## src/core/serial_port_defines.svh

```systemverilog
// Purpose: offsets, field positions, reset values and timing counts
// Assumes: 25 MHz clock, plain register port with word addresses
// Notes:   included by the serial port core and its package users
`ifndef SERIAL_PORT_DEFINES_SVH
`define SERIAL_PORT_DEFINES_SVH

`define CLK_HZ            25000000
`define MS_PER_S          1000
`define CYC_PER_MS        (`CLK_HZ / `MS_PER_S)

// register word addresses
`define REG_CTRL          8'h00
`define REG_RTS_ON        8'h01
`define REG_RTS_OFF       8'h02
`define REG_MIN_DELAY     8'h03
`define REG_NODE_ADDR     8'h04
`define REG_TX_DATA       8'h05
`define REG_RX_DATA       8'h06
`define REG_STATUS        8'h07
`define REG_SBO_CFG       8'h08
`define REG_SBO_SEL_TIME  8'h09
`define REG_POINT_CNT0    8'h0A
`define REG_POINT_CNT1    8'h0B
`define REG_ERR_PTR       8'h0C
`define REG_BP_LIMIT      8'h0D
`define REG_BP_EVENT      8'h0E
`define REG_SBO_CMD       8'h0F

// control fields
`define CTRL_EN           0
`define CTRL_CTS_EN       1
`define CTRL_STOP2        2
`define CTRL_PAR_LO       3
`define CTRL_DBITS_LO     5
`define CTRL_BAUD_LO      8
`define CTRL_RESET        32'h0000_0360

// limits and node address reset value
`define AI_MAX            16'h012C
`define WORD_MAX          16'h0032
`define SEL_MAX           16'h7FFF
`define CHASSIS_MAX       3'h6
`define NODE_RESET        8'h01

`endif

```

## src/core/serial_port_pkg.sv

```systemverilog
// Purpose: types shared by the serial port core
// Assumes: nothing
// Notes:   constants live in serial_port_defines.svh
package serial_port_pkg;
  typedef enum logic [1:0] {PAR_NONE, PAR_ODD, PAR_EVEN, PAR_RSV} parity_t;
  typedef enum logic [2:0] {
    TX_IDLE, TX_RTS_ON, TX_SEND, TX_RTS_OFF
  } tx_state_t;
  typedef enum logic [2:0] {
    BIT_START, BIT_DATA, BIT_PAR, BIT_STOP
  } bit_phase_t;
  typedef enum logic [1:0] {RX_IDLE, RX_DATA, RX_PAR, RX_STOP} rx_state_t;
endpackage : serial_port_pkg

```

## src/core/serial_port_modem_control.sv

```systemverilog
// Purpose: serial port with modem control and link configuration
// Assumes: 25 MHz clock, synchronous active-high reset
// Notes:   one character buffered each way; software polls status
//
// How it works
// [RULE_01] port idle unless enable bit set
// [RULE_02] twelve selectable line rates
// [RULE_03] none, odd or even parity
// [RULE_04] five to eight data bits
// [RULE_05] one or two stop bits
// [RULE_06] rts lead delay before first bit
// [RULE_07] rts hold after last byte
// [RULE_08] minimum delay before any response
// [RULE_09] cts gates sending when monitored
// [RULE_10] integrator enables cts for two-wire modems
// [RULE_11] node address 0 to 255
// [RULE_12] activation time equals duration times unit
// [RULE_13] selection valid for set milliseconds
// [RULE_14] one selection time for all ports
// [RULE_15] analog point count 0 to 300
// [RULE_16] digital word count 0 to 50
// [RULE_17] accumulator count 0 to 50
// [RULE_18] indication word count 0 to 50
// [RULE_19] error block pointer register
// [RULE_20] chassis index 0 to 6
// [RULE_21] backplane error limit stops ports
// [RULE_22] start, lsb first, parity, high stops
// [RULE_23] no new send before rts release
//
// Our own choices: the address map and the address-and-strobe port.
`include "serial_port_defines.svh"
`timescale 1ns/1ns
module serial_port_modem_control
  import serial_port_pkg::*;
(
  input  wire logic        clock,
  input  wire logic        rst,
  input  wire logic [7:0]  addr,
  input  wire logic [31:0] wdata,
  input  wire logic        wr,
  input  wire logic        rd,
  output logic      [31:0] rdata,
  input  wire logic        rxd,
  input  wire logic        cts,
  output logic             txd,
  output logic             rts,
  output logic             ports_off,
  output logic             select_valid,
  output logic             activation_on
);

  function automatic logic [15:0] clip(input logic [15:0] v,
                                       input logic [15:0] lim);
    clip = (v > lim) ? lim : v;
  endfunction : clip

  // ----------------------------------------------------------------
  // configuration registers
  // ----------------------------------------------------------------
  logic [31:0] ctrl_ff, nxt_ctrl;
  logic [15:0] rts_on_ff, nxt_rts_on, rts_off_ff, nxt_rts_off;
  logic [15:0] min_dly_ff, nxt_min_dly;
  logic [7:0]  node_ff, nxt_node;
  logic [17:0] sbo_cfg_ff, nxt_sbo_cfg;
  logic [15:0] sel_time_ff, nxt_sel_time;
  logic [31:0] cnt0_ff, nxt_cnt0, cnt1_ff, nxt_cnt1;
  logic [15:0] err_ptr_ff, nxt_err_ptr;
  logic [15:0] bp_lim_ff, nxt_bp_lim, bp_err_ff, nxt_bp_err;
  logic        off_ff, nxt_off;
  logic [7:0]  txbuf_ff, nxt_txbuf;
  logic        txfull_ff, nxt_txfull;
  logic [7:0]  rxbuf_ff, nxt_rxbuf;
  logic        rxfull_ff, nxt_rxfull, rxerr_ff, nxt_rxerr;
  logic        sbo_go;
  logic [31:0] rdata_ff, nxt_rdata;
  logic        tx_take, rx_done, rx_bad;
  logic [7:0]  rx_word;

  logic        port_on;
  logic [1:0]  parity_sel;
  logic [1:0]  dbits_sel;
  logic [3:0]  baud_sel;
  assign port_on    = ctrl_ff[`CTRL_EN] & ~off_ff; // RULE_01
  assign parity_sel = ctrl_ff[`CTRL_PAR_LO +: 2];
  assign dbits_sel  = ctrl_ff[`CTRL_DBITS_LO +: 2];
  assign baud_sel   = ctrl_ff[`CTRL_BAUD_LO +: 4];

  logic [15:0] acc_lim, ind_lim;
  logic [2:0]  chs_lim;
  assign acc_lim = clip({8'h00, wdata[7:0]}, `WORD_MAX);
  assign ind_lim = clip({8'h00, wdata[15:8]}, `WORD_MAX);
  assign chs_lim = (wdata[18:16] > `CHASSIS_MAX) ? `CHASSIS_MAX
                                                 : wdata[18:16];

  always_comb begin
    nxt_ctrl = ctrl_ff; nxt_rts_on = rts_on_ff; nxt_rts_off = rts_off_ff;
    nxt_min_dly = min_dly_ff; nxt_node = node_ff; nxt_sbo_cfg = sbo_cfg_ff;
    nxt_sel_time = sel_time_ff; nxt_cnt0 = cnt0_ff; nxt_cnt1 = cnt1_ff;
    nxt_err_ptr = err_ptr_ff; nxt_bp_lim = bp_lim_ff; nxt_bp_err = bp_err_ff;
    nxt_off = off_ff; nxt_txbuf = txbuf_ff; nxt_txfull = txfull_ff;
    nxt_rxbuf = rxbuf_ff; nxt_rxfull = rxfull_ff; nxt_rxerr = rxerr_ff;
    nxt_rdata = 32'h0000_0000;
    sbo_go = 1'b0;
    if (tx_take) nxt_txfull = 1'b0;
    if (rd) begin
      case (addr)
        `REG_CTRL:         nxt_rdata = ctrl_ff;
        `REG_RTS_ON:       nxt_rdata = {16'h0000, rts_on_ff};
        `REG_RTS_OFF:      nxt_rdata = {16'h0000, rts_off_ff};
        `REG_MIN_DELAY:    nxt_rdata = {16'h0000, min_dly_ff};
        `REG_NODE_ADDR:    nxt_rdata = {24'h000000, node_ff}; // RULE_11
        `REG_RX_DATA:      nxt_rdata = {24'h000000, rxbuf_ff};
        `REG_STATUS:       nxt_rdata = {26'h0, select_valid, activation_on,
                                        off_ff, rxerr_ff, rxfull_ff,
                                        txfull_ff};
        `REG_SBO_CFG:      nxt_rdata = {14'h0, sbo_cfg_ff};
        `REG_SBO_SEL_TIME: nxt_rdata = {16'h0000, sel_time_ff}; // RULE_14
        `REG_POINT_CNT0:   nxt_rdata = cnt0_ff;
        `REG_POINT_CNT1:   nxt_rdata = cnt1_ff;
        `REG_ERR_PTR:      nxt_rdata = {16'h0000, err_ptr_ff}; // RULE_19
        `REG_BP_LIMIT:     nxt_rdata = {bp_err_ff, bp_lim_ff};
        default:           nxt_rdata = 32'h0000_0000;
      endcase
      if (addr == `REG_RX_DATA) begin
        nxt_rxfull = 1'b0;
        nxt_rxerr  = 1'b0;
      end
    end
    if (wr) begin
      case (addr)
        `REG_CTRL:         nxt_ctrl = {20'h0, wdata[11:0]};
        `REG_RTS_ON:       nxt_rts_on = wdata[15:0];
        `REG_RTS_OFF:      nxt_rts_off = wdata[15:0];
        `REG_MIN_DELAY:    nxt_min_dly = wdata[15:0];
        `REG_NODE_ADDR:    nxt_node = wdata[7:0];
        `REG_TX_DATA: begin
          nxt_txbuf  = wdata[7:0];
          nxt_txfull = 1'b1;
        end
        `REG_SBO_CFG:      nxt_sbo_cfg = wdata[17:0];
        `REG_SBO_SEL_TIME: nxt_sel_time = clip(wdata[15:0], `SEL_MAX); // RULE_13
        `REG_POINT_CNT0:   nxt_cnt0 = {clip(wdata[31:16], `WORD_MAX),
                                       clip(wdata[15:0], `AI_MAX)}; // RULE_15 RULE_16
        `REG_POINT_CNT1:   nxt_cnt1 = {13'h0, chs_lim, ind_lim[7:0],
                                       acc_lim[7:0]}; // RULE_17 RULE_18 RULE_20
        `REG_ERR_PTR:      nxt_err_ptr = wdata[15:0];
        `REG_BP_LIMIT: begin
          nxt_bp_lim = wdata[15:0];
          nxt_bp_err = 16'h0000;
          nxt_off    = 1'b0;
        end
        `REG_BP_EVENT: begin
          if (wdata[0]) nxt_bp_err = 16'h0000;
          else if (bp_err_ff != 16'hFFFF) nxt_bp_err = bp_err_ff + 16'h0001;
        end
        `REG_SBO_CMD:      sbo_go = 1'b1;
        default: ;
      endcase
    end
    // a limit write restarts the count, so it overrides the stale compare
    if (!(wr && addr == `REG_BP_LIMIT) && bp_lim_ff != 16'h0000 &&
        bp_err_ff >= bp_lim_ff) nxt_off = 1'b1; // RULE_21
    if (rx_done) begin // receive event wins over read clear
      nxt_rxbuf  = rx_word;
      nxt_rxfull = 1'b1;
      nxt_rxerr  = rx_bad;
    end
  end

  always_ff @(posedge clock) begin
    if (rst) begin
      ctrl_ff <= `CTRL_RESET; rts_on_ff <= 16'h0000; rts_off_ff <= 16'h0000;
      min_dly_ff <= 16'h0000; node_ff <= `NODE_RESET; sbo_cfg_ff <= 18'h0;
      sel_time_ff <= 16'h0000; cnt0_ff <= 32'h0; cnt1_ff <= 32'h0;
      err_ptr_ff <= 16'h0000; bp_lim_ff <= 16'h0000; bp_err_ff <= 16'h0000;
      off_ff <= 1'b0; txbuf_ff <= 8'h00; txfull_ff <= 1'b0;
      rxbuf_ff <= 8'h00; rxfull_ff <= 1'b0; rxerr_ff <= 1'b0;
      rdata_ff <= 32'h0;
    end else begin
      ctrl_ff <= nxt_ctrl; rts_on_ff <= nxt_rts_on; rts_off_ff <= nxt_rts_off;
      min_dly_ff <= nxt_min_dly; node_ff <= nxt_node; sbo_cfg_ff <= nxt_sbo_cfg;
      sel_time_ff <= nxt_sel_time; cnt0_ff <= nxt_cnt0; cnt1_ff <= nxt_cnt1;
      err_ptr_ff <= nxt_err_ptr; bp_lim_ff <= nxt_bp_lim; bp_err_ff <= nxt_bp_err;
      off_ff <= nxt_off; txbuf_ff <= nxt_txbuf; txfull_ff <= nxt_txfull;
      rxbuf_ff <= nxt_rxbuf; rxfull_ff <= nxt_rxfull; rxerr_ff <= nxt_rxerr;
      rdata_ff <= nxt_rdata;
    end
  end
  assign rdata = rdata_ff;

  // ----------------------------------------------------------------
  // millisecond tick and bit timing
  // ----------------------------------------------------------------
  logic [14:0] ms_ff, nxt_ms;
  logic        ms_tick;
  logic [17:0] bdiv_ff, nxt_bdiv;
  logic        bit_tick;
  logic [17:0] bit_cycles;
  always_comb begin
    case (baud_sel) // RULE_02: clock / rate
      4'h0: bit_cycles = 18'h377C9;
      4'h1: bit_cycles = 18'h28B0B;
      4'h2: bit_cycles = 18'h14585;
      4'h3: bit_cycles = 18'h0A2C3;
      4'h4: bit_cycles = 18'h05161;
      4'h5: bit_cycles = 18'h028B1;
      4'h6: bit_cycles = 18'h01458;
      4'h7: bit_cycles = 18'h00A2C;
      4'h8: bit_cycles = 18'h00516;
      4'h9: bit_cycles = 18'h00364;
      4'hA: bit_cycles = 18'h001B2;
      default: bit_cycles = 18'h000D9;
    endcase
  end
  assign ms_tick  = (ms_ff == 15'(`CYC_PER_MS - 1));
  assign bit_tick = (bdiv_ff == 18'h0);
  always_comb begin
    nxt_ms = ms_tick ? 15'h0 : ms_ff + 15'h1;
  end
  always_ff @(posedge clock) begin
    if (rst) ms_ff <= 15'h0;
    else     ms_ff <= nxt_ms;
  end

  // ----------------------------------------------------------------
  // transmitter with modem control
  // ----------------------------------------------------------------
  logic [2:0]  rsync_ff, csync_ff;
  logic        cts_ok;
  always_ff @(posedge clock) begin
    if (rst) begin
      rsync_ff <= 3'b111;
      csync_ff <= 3'b000;
    end else begin
      rsync_ff <= {rsync_ff[1:0], rxd};
      csync_ff <= {csync_ff[1:0], cts};
    end
  end
  logic cts_lvl_ff;
  always_ff @(posedge clock) begin
    if (rst) cts_lvl_ff <= 1'b0;
    else if (csync_ff[2] == csync_ff[1]) cts_lvl_ff <= csync_ff[2];
  end
  assign cts_ok = ~ctrl_ff[`CTRL_CTS_EN] | cts_lvl_ff; // RULE_09

  tx_state_t   tst_ff, nxt_tst;
  bit_phase_t  ph_ff, nxt_ph;
  logic [15:0] msc_ff, nxt_msc;
  logic [16:0] gap_ff, nxt_gap;
  logic [14:0] tms_ff, nxt_tms;
  logic        tms_tick;
  logic [2:0]  bi_ff, nxt_bi;
  logic [7:0]  sh_ff, nxt_sh;
  logic        par_ff, nxt_par, txd_ff, nxt_txd, rts_ff, nxt_rts;
  logic        stop2_ff, nxt_stop2;
  logic [2:0]  last_bit;
  assign last_bit = 3'(dbits_sel + 2'd0) + 3'h4; // 5..8 bits
  // own ms prescaler, restarted on each rts delay so none runs short
  assign tms_tick = (tms_ff == 15'(`CYC_PER_MS - 1));

  always_comb begin
    nxt_tst = tst_ff; nxt_ph = ph_ff; nxt_msc = msc_ff; nxt_bi = bi_ff;
    nxt_sh = sh_ff; nxt_par = par_ff; nxt_txd = txd_ff; nxt_rts = rts_ff;
    nxt_stop2 = stop2_ff; tx_take = 1'b0;
    nxt_tms = tms_tick ? 15'h0 : tms_ff + 15'h1;
    nxt_gap = (gap_ff != 17'h0 && ms_tick) ? gap_ff - 17'h1 : gap_ff;
    nxt_bdiv = bit_tick ? bit_cycles - 18'h1 : bdiv_ff - 18'h1;
    case (tst_ff)
      TX_IDLE: begin
        nxt_txd = 1'b1;
        nxt_rts = 1'b0; // RULE_23
        if (port_on && txfull_ff && gap_ff == 17'h0) begin // RULE_08
          nxt_rts = 1'b1;
          nxt_tms = 15'h0;
          nxt_msc = rts_on_ff;
          nxt_tst = TX_RTS_ON;
        end
      end
      TX_RTS_ON: begin // RULE_06
        if (msc_ff == 16'h0) begin
          if (cts_ok) begin
            nxt_tst = TX_SEND; nxt_ph = BIT_START;
            nxt_bdiv = 18'h0;
          end
        end else if (tms_tick) nxt_msc = msc_ff - 16'h1;
      end
      TX_SEND: if (bit_tick) begin
        case (ph_ff) // RULE_22
          BIT_START: begin
            if (!txfull_ff || !cts_ok || !port_on) begin
              nxt_tst = TX_RTS_OFF; nxt_msc = rts_off_ff; // RULE_07
              nxt_tms = 15'h0;
            end else begin
              tx_take = 1'b1; nxt_txd = 1'b0; nxt_sh = txbuf_ff;
              nxt_par = (parity_sel == PAR_ODD); nxt_bi = 3'h0;
              nxt_stop2 = ctrl_ff[`CTRL_STOP2]; nxt_ph = BIT_DATA;
            end
          end
          BIT_DATA: begin
            nxt_txd = sh_ff[0]; nxt_sh = sh_ff >> 1;
            nxt_par = par_ff ^ sh_ff[0]; nxt_bi = bi_ff + 3'h1;
            if (bi_ff == last_bit)
              nxt_ph = (parity_sel == PAR_NONE) ? BIT_STOP : BIT_PAR; // RULE_03
            else nxt_ph = BIT_DATA; // RULE_04
          end
          BIT_PAR: begin
            nxt_txd = par_ff; nxt_ph = BIT_STOP; nxt_bi = 3'h0;
          end
          BIT_STOP: begin
            nxt_txd = 1'b1;
            nxt_stop2 = 1'b0;
            if (!stop2_ff) nxt_ph = BIT_START; // RULE_05
          end
          default: nxt_ph = BIT_START;
        endcase
      end
      TX_RTS_OFF: begin
        if (msc_ff == 16'h0) begin
          nxt_rts = 1'b0; nxt_tst = TX_IDLE;
        end else if (tms_tick) nxt_msc = msc_ff - 16'h1;
      end
      default: nxt_tst = TX_IDLE;
    endcase
    // one extra tick so the gap is never shorter than set
    if (rx_done)
      nxt_gap = (min_dly_ff == 16'h0) ? 17'h0 : {1'b0, min_dly_ff} + 17'h1;
  end

  always_ff @(posedge clock) begin
    if (rst) begin
      tst_ff <= TX_IDLE; ph_ff <= BIT_START; msc_ff <= 16'h0;
      gap_ff <= 17'h0; bi_ff <= 3'h0; sh_ff <= 8'h00; par_ff <= 1'b0;
      txd_ff <= 1'b1; rts_ff <= 1'b0; stop2_ff <= 1'b0; bdiv_ff <= 18'h0;
      tms_ff <= 15'h0;
    end else begin
      tst_ff <= nxt_tst; ph_ff <= nxt_ph; msc_ff <= nxt_msc;
      gap_ff <= nxt_gap; bi_ff <= nxt_bi; sh_ff <= nxt_sh; par_ff <= nxt_par;
      txd_ff <= nxt_txd; rts_ff <= nxt_rts; stop2_ff <= nxt_stop2;
      bdiv_ff <= nxt_bdiv;
      tms_ff <= nxt_tms;
    end
  end
  assign txd = txd_ff;
  assign rts = rts_ff;

  // ----------------------------------------------------------------
  // receiver
  // ----------------------------------------------------------------
  rx_state_t   rst_ff, nxt_rst;
  logic [18:0] rcnt_ff, nxt_rcnt;
  logic [2:0]  rbi_ff, nxt_rbi;
  logic [7:0]  rsh_ff, nxt_rsh;
  logic        rpar_ff, nxt_rpar, rin;
  assign rin = rsync_ff[2];
  always_comb begin
    nxt_rst = rst_ff; nxt_rbi = rbi_ff; nxt_rsh = rsh_ff; nxt_rpar = rpar_ff;
    nxt_rcnt = (rcnt_ff != 19'h0) ? rcnt_ff - 19'h1 : 19'h0;
    rx_done = 1'b0; rx_bad = 1'b0; rx_word = rsh_ff >> (3'h7 - last_bit);
    case (rst_ff)
      RX_IDLE: if (port_on && !rin && rsync_ff[1] == rin) begin // RULE_01
        nxt_rcnt = 19'(bit_cycles) + 19'(bit_cycles >> 1);
        nxt_rst = RX_DATA; nxt_rbi = 3'h0;
        nxt_rpar = (parity_sel == PAR_ODD);
      end
      RX_DATA: if (rcnt_ff == 19'h0) begin
        nxt_rsh = {rin, rsh_ff[7:1]}; nxt_rpar = rpar_ff ^ rin;
        nxt_rbi = rbi_ff + 3'h1; nxt_rcnt = 19'(bit_cycles);
        if (rbi_ff == last_bit)
          nxt_rst = (parity_sel == PAR_NONE) ? RX_STOP : RX_PAR;
      end
      RX_PAR: if (rcnt_ff == 19'h0) begin
        nxt_rpar = rpar_ff ^ rin; nxt_rcnt = 19'(bit_cycles);
        nxt_rst = RX_STOP;
      end
      RX_STOP: if (rcnt_ff == 19'h0) begin
        rx_done = 1'b1;
        rx_bad  = ~rin | (parity_sel != PAR_NONE && rpar_ff);
        nxt_rst = RX_IDLE;
      end
      default: nxt_rst = RX_IDLE;
    endcase
  end
  always_ff @(posedge clock) begin
    if (rst) begin
      rst_ff <= RX_IDLE; rcnt_ff <= 19'h0; rbi_ff <= 3'h0;
      rsh_ff <= 8'h00; rpar_ff <= 1'b0;
    end else begin
      rst_ff <= nxt_rst; rcnt_ff <= nxt_rcnt; rbi_ff <= nxt_rbi;
      rsh_ff <= nxt_rsh; rpar_ff <= nxt_rpar;
    end
  end

  // ----------------------------------------------------------------
  // select-before-operate timers
  // ----------------------------------------------------------------
  logic [15:0] selc_ff, nxt_selc;
  logic [31:0] actc_ff, nxt_actc;
  logic        sv_ff, nxt_sv, ao_ff, nxt_ao;
  logic [15:0] unit_ms;
  always_comb begin
    case (sbo_cfg_ff[17:16]) // RULE_12
      2'h0:    unit_ms = 16'h000A;
      2'h1:    unit_ms = 16'h0064;
      2'h2:    unit_ms = 16'h03E8;
      default: unit_ms = 16'h2710;
    endcase
    nxt_selc = selc_ff; nxt_sv = sv_ff; nxt_actc = actc_ff; nxt_ao = ao_ff;
    if (sbo_go) begin
      nxt_selc = sel_time_ff; nxt_sv = 1'b1; // RULE_13
      nxt_actc = sbo_cfg_ff[15:0] * unit_ms; // RULE_12
      nxt_ao = (sbo_cfg_ff[15:0] != 16'h0);
    end else if (ms_tick) begin
      if (selc_ff != 16'h0) nxt_selc = selc_ff - 16'h1;
      else nxt_sv = 1'b0;
      if (actc_ff > 32'h1) nxt_actc = actc_ff - 32'h1;
      else begin
        nxt_actc = 32'h0; nxt_ao = 1'b0;
      end
    end
  end
  always_ff @(posedge clock) begin
    if (rst) begin
      selc_ff <= 16'h0; actc_ff <= 32'h0; sv_ff <= 1'b0; ao_ff <= 1'b0;
    end else begin
      selc_ff <= nxt_selc; actc_ff <= nxt_actc; sv_ff <= nxt_sv;
      ao_ff <= nxt_ao;
    end
  end
  assign select_valid  = sv_ff;
  assign activation_on = ao_ff;
  assign ports_off     = off_ff;

  // ----------------------------------------------------------------
  // checks
  // ----------------------------------------------------------------
  chk_idle_no_tx: assert property (@(posedge clock) disable iff (rst)
    (tst_ff == TX_IDLE) |=> txd) else $error("txd low while idle"); // RULE_01
  chk_rts_before_tx: assert property (@(posedge clock) disable iff (rst)
    $fell(txd) |-> rts) else $error("start bit without rts"); // RULE_06
  chk_cts_gate: assert property (@(posedge clock) disable iff (rst)
    (tst_ff == TX_RTS_ON && !cts_ok) |=> tst_ff != TX_SEND)
    else $error("send began without cts"); // RULE_09
  chk_rts_drop: assert property (@(posedge clock) disable iff (rst)
    (tst_ff == TX_RTS_OFF && msc_ff == 16'h0) |=> !rts)
    else $error("rts not released"); // RULE_07
  chk_no_restart: assert property (@(posedge clock) disable iff (rst)
    (tst_ff == TX_RTS_OFF) |=> tst_ff != TX_RTS_ON)
    else $error("restart before release"); // RULE_23
  chk_gap_hold: assert property (@(posedge clock) disable iff (rst)
    (gap_ff != 17'h0 && tst_ff == TX_IDLE) |=> !rts)
    else $error("response inside minimum delay"); // RULE_08
  chk_sel_limit: assert property (@(posedge clock) disable iff (rst)
    sel_time_ff <= `SEL_MAX) else $error("selection time over range"); // RULE_13
  chk_port_off: assert property (@(posedge clock) disable iff (rst)
    (!(wr && addr == `REG_BP_LIMIT) && bp_lim_ff != 16'h0 &&
     bp_err_ff >= bp_lim_ff) |=> ports_off)
    else $error("ports not shut down"); // RULE_21
  cov_send: cover property (@(posedge clock) disable iff (rst) $fell(txd));
  cov_rx: cover property (@(posedge clock) disable iff (rst) rx_done);
  cov_sbo: cover property (@(posedge clock) disable iff (rst) $rose(sv_ff));

endmodule : serial_port_modem_control

```

## config.mk

```make
export PLATFORM = sky130hd
export DESIGN_NAME = serial_port_modem_control
export DESIGN_NICKNAME = d
export VERILOG_FILES = /design/src/core/serial_port_pkg.sv /design/src/core/serial_port_modem_control.sv
export VERILOG_INCLUDE_DIRS = /design/src /design/src/core
export SDC_FILE = /design/constraint.sdc
export NUM_CORES = 2
export LEC_CHECK = 0
export BUFFER_PORTS_ARGS = -buffer_cell sky130_fd_sc_hd__clkbuf_2
export CORE_MARGIN = 2
export CORE_UTILIZATION = 30
export DETAILED_ROUTE_END_ITERATION = 8
export PLACE_DENSITY = 0.53
export SYNTH_ARGS = -nofsm -noshare
export SYNTH_HDL_FRONTEND = slang
export SYNTH_SLANG_ARGS = --single-unit
```

## constraint.sdc

```tcl
create_clock -name clock -period 8.49 [get_ports clock]
set_input_delay 1.2735 -clock clock [delete_from_list [all_inputs] [get_ports clock]]
set_output_delay 1.2735 -clock clock [all_outputs]
set_load 0.05 [all_outputs]
```

# After elaboration in Yosys (flattened, before gate mapping)
# Memory sizes are Yosys's and may differ from the RTL's. A register that Yosys moved wholly into a read port is not among the register bits.
# Cells that the tools add are included.
word_totals:
  mem_count: 1
  reg_bits: 445
  output_inout_bits: 37
  word_cells: 334
  rom_bits: 288
  input_bits: 46
mem_list:
  columns: ["name", "depth", "word_bits", "rd", "rd_ports_with_merged_regs", "wr", "line_no", "text"]
  rows:
  - ["(no name shown)", 16, 18, 1, 1, 0, "serial_port_modem_control.sv:200", "case (baud_sel)"]
classes:
  n_lt_le_gt_ge: 8
  reduce_logical: 84
  n_shift: 1
  n_mul: 1
  eq_ne: 56
  n_addsub: 16
  bitwise: 9
  n_mux: 114
op_table:
  columns: ["op", "n"]
  rows:
  - ["one-hot mux 32 bit (13 select lines)", 1]
  - ["two-way mux 16 bit", 14]
  - ["two-way mux 32 bit", 3]
  - ["two-way mux 15 bit", 5]
  - ["two-way mux 18 bit", 4]
  - ["equality test 8 x 4 -> 1 bit, second input constant", 8]
  - ["two-way mux 19 bit", 3]
  - ["two-way mux 17 bit", 3]
  - ["two-way mux 3 bit", 16]
  - ["one-hot mux 16 bit (3 select lines)", 1]
  - ["nonzero test 16 bit", 3]
  - ["one-hot mux 14 bit (3 select lines)", 1]
  - ["one-hot mux 19 bit (2 select lines)", 1]
  - ["AND reduction 2 bit", 19]
  - ["two-way mux 1 bit", 36]
  - ["subtractor 18 x 1 -> 18 bit, second input constant", 2]
  - ["equality test 8 x 3 -> 1 bit, second input constant", 4]
  - ["> comparator 32 x 1 -> 1 bit, second input constant", 1]
  - ["zero test 16 bit", 2]
  - ["multiplier 16 x 16 -> 32 bit", 1]
  - ["one-hot mux 16 bit (2 select lines)", 1]
  - ["nonzero test 2 bit", 16]
  - ["subtractor 16 x 1 -> 16 bit, second input constant", 2]
  - ["subtractor 32 x 1 -> 32 bit, second input constant", 1]
  - ["63 further kinds", 141]

# Logic depth before layout (Yosys ltp)
depth:
  word_depth: 12
  mapped_depth: 26
  depth_no_buf: 24

# Worst setup path before layout
# No wires, ideal clock.
synth_path:
  kind: "register -> register"
  startpoint: "reg sbo_cfg_ff[17]"
  endpoint: "reg actc_ff[23]"
  period_less_slack_ps: 6301
  stages_incl_launch_ff: 27
  required_ps: 8374
  arrival_time_ps: 6185
  setup_slack_ps: 2189
  n_path_buf: 3
  setup_ps: 116
  cell_sequence: "dfxtp_1 clkbuf_1 clkbuf_1 inv_1 ha_1 nor2_1 nor2_1 clkbuf_1 nand2_1 fa_1 fa_1 inv_1 fa_1 inv_1 fa_1 inv_1 fa_1 ha_1 ha_1 o21ai_0 o21bai_1 o31ai_1 o31a_1 o21bai_1 a41o_1 xor2_1 o211a_1"
synth_between:
  elab_chain_len: 4
  elab_cells_between_ends: 6
  cone_classes: "1 x mul; 2 x eq/ne; 2 x mux; 1 x reduce/logical"
synth_rtl:
  columns: ["item", "line_no", "text"]
  rows:
  - ["from (decl)", "serial_port_modem_control.sv:64", "logic [17:0] sbo_cfg_ff, nxt_sbo_cfg;"]
  - ["from (signal assigned)", "serial_port_modem_control.sv:181", "min_dly_ff <= nxt_min_dly; node_ff <= nxt_node; sbo_cfg_ff <= nxt_sbo_cfg;"]
  - ["equality test 2 bit (tied with other cells)", "serial_port_modem_control.sv:401", "case (sbo_cfg_ff[17:16])"]
  - ["one-hot mux 14 bit (3 select lines) (*)", "serial_port_modem_control.sv:401", null]
  - ["multiplier 16 x 16 -> 32 bit (*)", "serial_port_modem_control.sv:410", "nxt_actc = sbo_cfg_ff[15:0] * unit_ms;"]
  - ["two-way mux 32 bit (*)", "serial_port_modem_control.sv:408", "if (sbo_go) begin"]
  - ["to (signal assigned)", "serial_port_modem_control.sv:425", "selc_ff <= nxt_selc; actc_ff <= nxt_actc; sv_ff <= nxt_sv;"]
  - ["to (decl)", "serial_port_modem_control.sv:397", "logic [31:0] actc_ff, nxt_actc;"]
# Mark *: on every way between the ends. The rest lies on a longest branch, timed or not.
# A chain may end at the register's enable or synchronous reset.

# Worst setup path after layout
# Same ends and word-level chain as after synthesis.

==> results.json <==
{
  "cts_hold_buffers": 0,
  "die_height_um": 313.0,
  "async_flop_share_pct": 0,
  "postRouteAntennaNets": 0,
  "grt_pass1_wl_um": 144700,
  "wl_per_cell_um": 19.29,
  "tns_ps": 0,
  "outcome": "finished clean",
  "p_leak_nw": 12.72,
  "cp-end-kind": "register",
  "worst_pin_slew_ps": 1235,
  "dieArea_sq_um": 97950,
  "io-pin-count": 83,
  "cp.required_ps": 9030,
  "synth_xor_xnor_area_share_pct": 3.823,
  "fin_crit_sh_pct": 86.66,
  "cts_root_buf": "clkbuf_16",
  "finalNetCount": 3832,
  "dr.pass1.iters": 8,
  "setup_viol": 0,
  "ys_seq_area_share_pct": 32.22,
  "syn_inst": 3523,
  "synthAdderAreaFrac_pct": 16.67,
  "wl_um": 92360,
  "finClkSkew_ps": 30.75,
  "clkTransAtPathRegs_ps": 70,
  "numCtsBuffers": 55,
  "drive_gt1_share_pct": 7.352,
  "n_antenna_cell": 0,
  "num_rows": 113,
  "crit_arrival_ps": 7900,
  "ys_ff_latch": 461,
  "critPathKind": "register to register",
  "cap_violations": 0,
  "drv_slew": 0,
  "synth-compound-area-share_pct": 17.12,
  "cts_max_level": 2,
  "yosys.area_share.simple_pct": 22.84,
  "vdd_ir_drop_max_uv": 161.9,
  "synth-edff-count": 0,
  "dpl.hpwl_um": 65010,
  "crit_path_start_kind": "register",
  "fmaxAchievable_ghz": 0.1359,
  "worstPathMaxFanout": 21,
  "cts_tree": "done",
  "final_common_cell": "nand2_1",
  "vias": 25379,
  "place.gp.congestion": 0.8309,
  "coreArea_sq_um": 94870,
  "clockBufferDepth": 3,
  "place.port_buffers": 82,
  "antenna_found_initial": 4,
  "layout_common_cells": "nand2_1 (475), dfxtp_1 (461), nor2_1 (343), a21oi_1 (306), inv_1 (210)",
  "die_w_um": 313.0,
  "hold_path.class": "register to register",
  "synthMuxAreaShare_pct": 1.673,
  "globalRouteOverflowTotal": 0,
  "yosys_warnings": 0,
  "p_per_area_nw_per_um2": 184.2,
  "post_cts_buffers": 0,
  "syn_avg_cell_area_sq_um": 8.129,
  "syn_area_sq_um": 28640,
  "grt_max_degree": 187,
  "grt_use_total_pct": 18.49,
  "post_cts_resized": 0,
  "via_per_inst": 5.301,
  "synth_nets": 3875,
  "slew_headroom_pct": 17.48,
  "worstSkewPairLatency_ps": 640,
  "areaGrowthSynthToFinish_pct": 11.69,
  "final_hold_viol_count": 0,
  "drt_iter0_markers": 2366,
  "rsz0062_at_grt": "no",
  "drcViolationCount": 0,
  "synth_top_family_by_area": "simple AND/OR/NAND/NOR gates",
  "hold_ws_ps": 424.7,
  "synth_top_flop_cell": "dfxtp_1",
  "grt_pass1_vias": 24092,
  "start_util_pct": 30.19,
  "ys_types": 84,
  "final.min_clock_period_ps": 7357,
  "clock-sinks": 461
}
cells by family (layout without fill, tap and decap cells):
logic type,count (synthesis),count (layout)
AOI/OAI and AO/OA,773,773
xor gates and xnor gates,125,125
adders and majority gates,306,306
buffers and inverters,425,425
DFF,461,461
muxes,42,42
and+or+nand+nor,1391,1391
through the flow:
step	util (%)	setup slack [ps]	area (sq um)	power, W	std cells
final	33.72	1133	31990	0.005894	4788
after global routing	33.72	673.3	31990	0.006185	4788
after CTS	33.72	1136	31990	0.005946	4788
after detailed placement	31.73	1126	30100	0.003437	4688
after global placement	31.73	1286	30100	0.003436	4688
after floorplan	-	2189	28640	0.003196	3523
critical path: stages, from the launching register on:
cell	delay, ps
dfxtp_1	700
ha_1	660
nor2_1	90
nor2_1	560
nand2_1	180
fa_1	520
fa_1	550
inv_1	50
fa_1	490
inv_1	50
fa_1	470
inv_1	50
fa_1	470
ha_1	310
ha_1	350
o21ai_0	90
o21bai_1	110
o31ai_1	510
o31a_1	330
o21bai_1	110
a41o_1	250
xor2_1	140
o211a_1	200
worst paths after layout:
check / cells past startpoint / slack [ps] / endpoint / from
hold reg to reg: 1 / 420 / rsync_ff[1]$_SDFF_PP1_ / rsync_ff[0]$_SDFF_PP1_
setup / recovery: 22 / 1130 / actc_ff[23]$_SDFFE_PP0P_ / sbo_cfg_ff[17]$_SDFFE_PP0P_
hold / removal: 1 / 420 / rsync_ff[1]$_SDFF_PP1_ / rsync_ff[0]$_SDFF_PP1_
setup reg to reg: 22 / 1130 / actc_ff[23]$_SDFFE_PP0P_ / sbo_cfg_ff[17]$_SDFFE_PP0P_
final cells by class:
class | instances | area (sq um)
fillers | 9971 | 62880
clock buffers | 75 | 1562
clock inverters | 25 | 326.6
flip-flops and latches | 461 | 9229
inverters | 212 | 795.8
repair buffers | 113 | 665.6
multi-input cells | 2637 | 17830
well taps | 1265 | 1583
flip-flops by register name, indices dropped and copies added, names as in the netlist, 16 cells and up:
signal       flops
actc_ff         32
cnt0_ff         32
rdata           32
cnt1_ff         19
rcnt_ff         19
bdiv_ff         18
bit_cycles      18
sbo_cfg_ff      18
gap_ff          17
bp_err_ff       16
bp_lim_ff       16
err_ptr_ff      16
min_dly_ff      16
msc_ff          16
rts_off_ff      16
rts_on_ff       16
sel_time_ff     16
selc_ff         16
power breakdown:
part           internal, W  switching [W]  total [W]
combinational     0.000391       0.000678    0.00107
clock              0.00147        0.00102    0.00249
sequential         0.00225      0.0000820    0.00233
metal layers:
metal | vias to the layer above | GRT usage [%] | share of wire [%]
li1 | 12252 | - | -
met1 | 12209 | 27.24 | 48
met5 | - | 0 | 0
met4 | 0 | 4.828 | 2.5
met2 | 787 | 28.21 | 43
met3 | 131 | 2.541 | 6.1
Yosys cell counts (8+ instances only):
cell type  count  area (sq um)
nand2_1      475          1783
dfxtp_1      461          9229
nor2_1       348          1306
a21oi_1      306          1531
inv_1        211         792.0
clkbuf_1     193         724.4
ha_1         180          2252
fa_1         126          2522
nor3_1       117         585.6
o21ai_0      114         570.6
nand3_1      112         560.5
xnor2_1       64         560.5
xor2_1        61         534.3
a22oi_1       57         427.9
and2_1        54         337.8
nor4_1        54         337.8
a211oi_1      43         322.8
a221oi_1      42         367.9
and3_1        40         250.2
a31oi_1       31         193.9
mux2i_1       31         310.3
or3_1         30         187.7
or4_1         26         195.2
a22o_1        25         219.0
nand4_1       25         156.4
nand2b_1      20         125.1
nor2b_1       18         112.6
o211ai_1      16         120.1
a21o_1        15         112.6
or2_2         15         93.84
o22ai_1       14         87.58
buf_2         13         65.06
nor3b_1       11         82.58
o31ai_1       10         75.07
a311oi_1       9         78.83
o21a_1         9         67.56
a221o_1        8         80.08
a222oi_1       8         80.08
(Power assumes the default switching activity.)
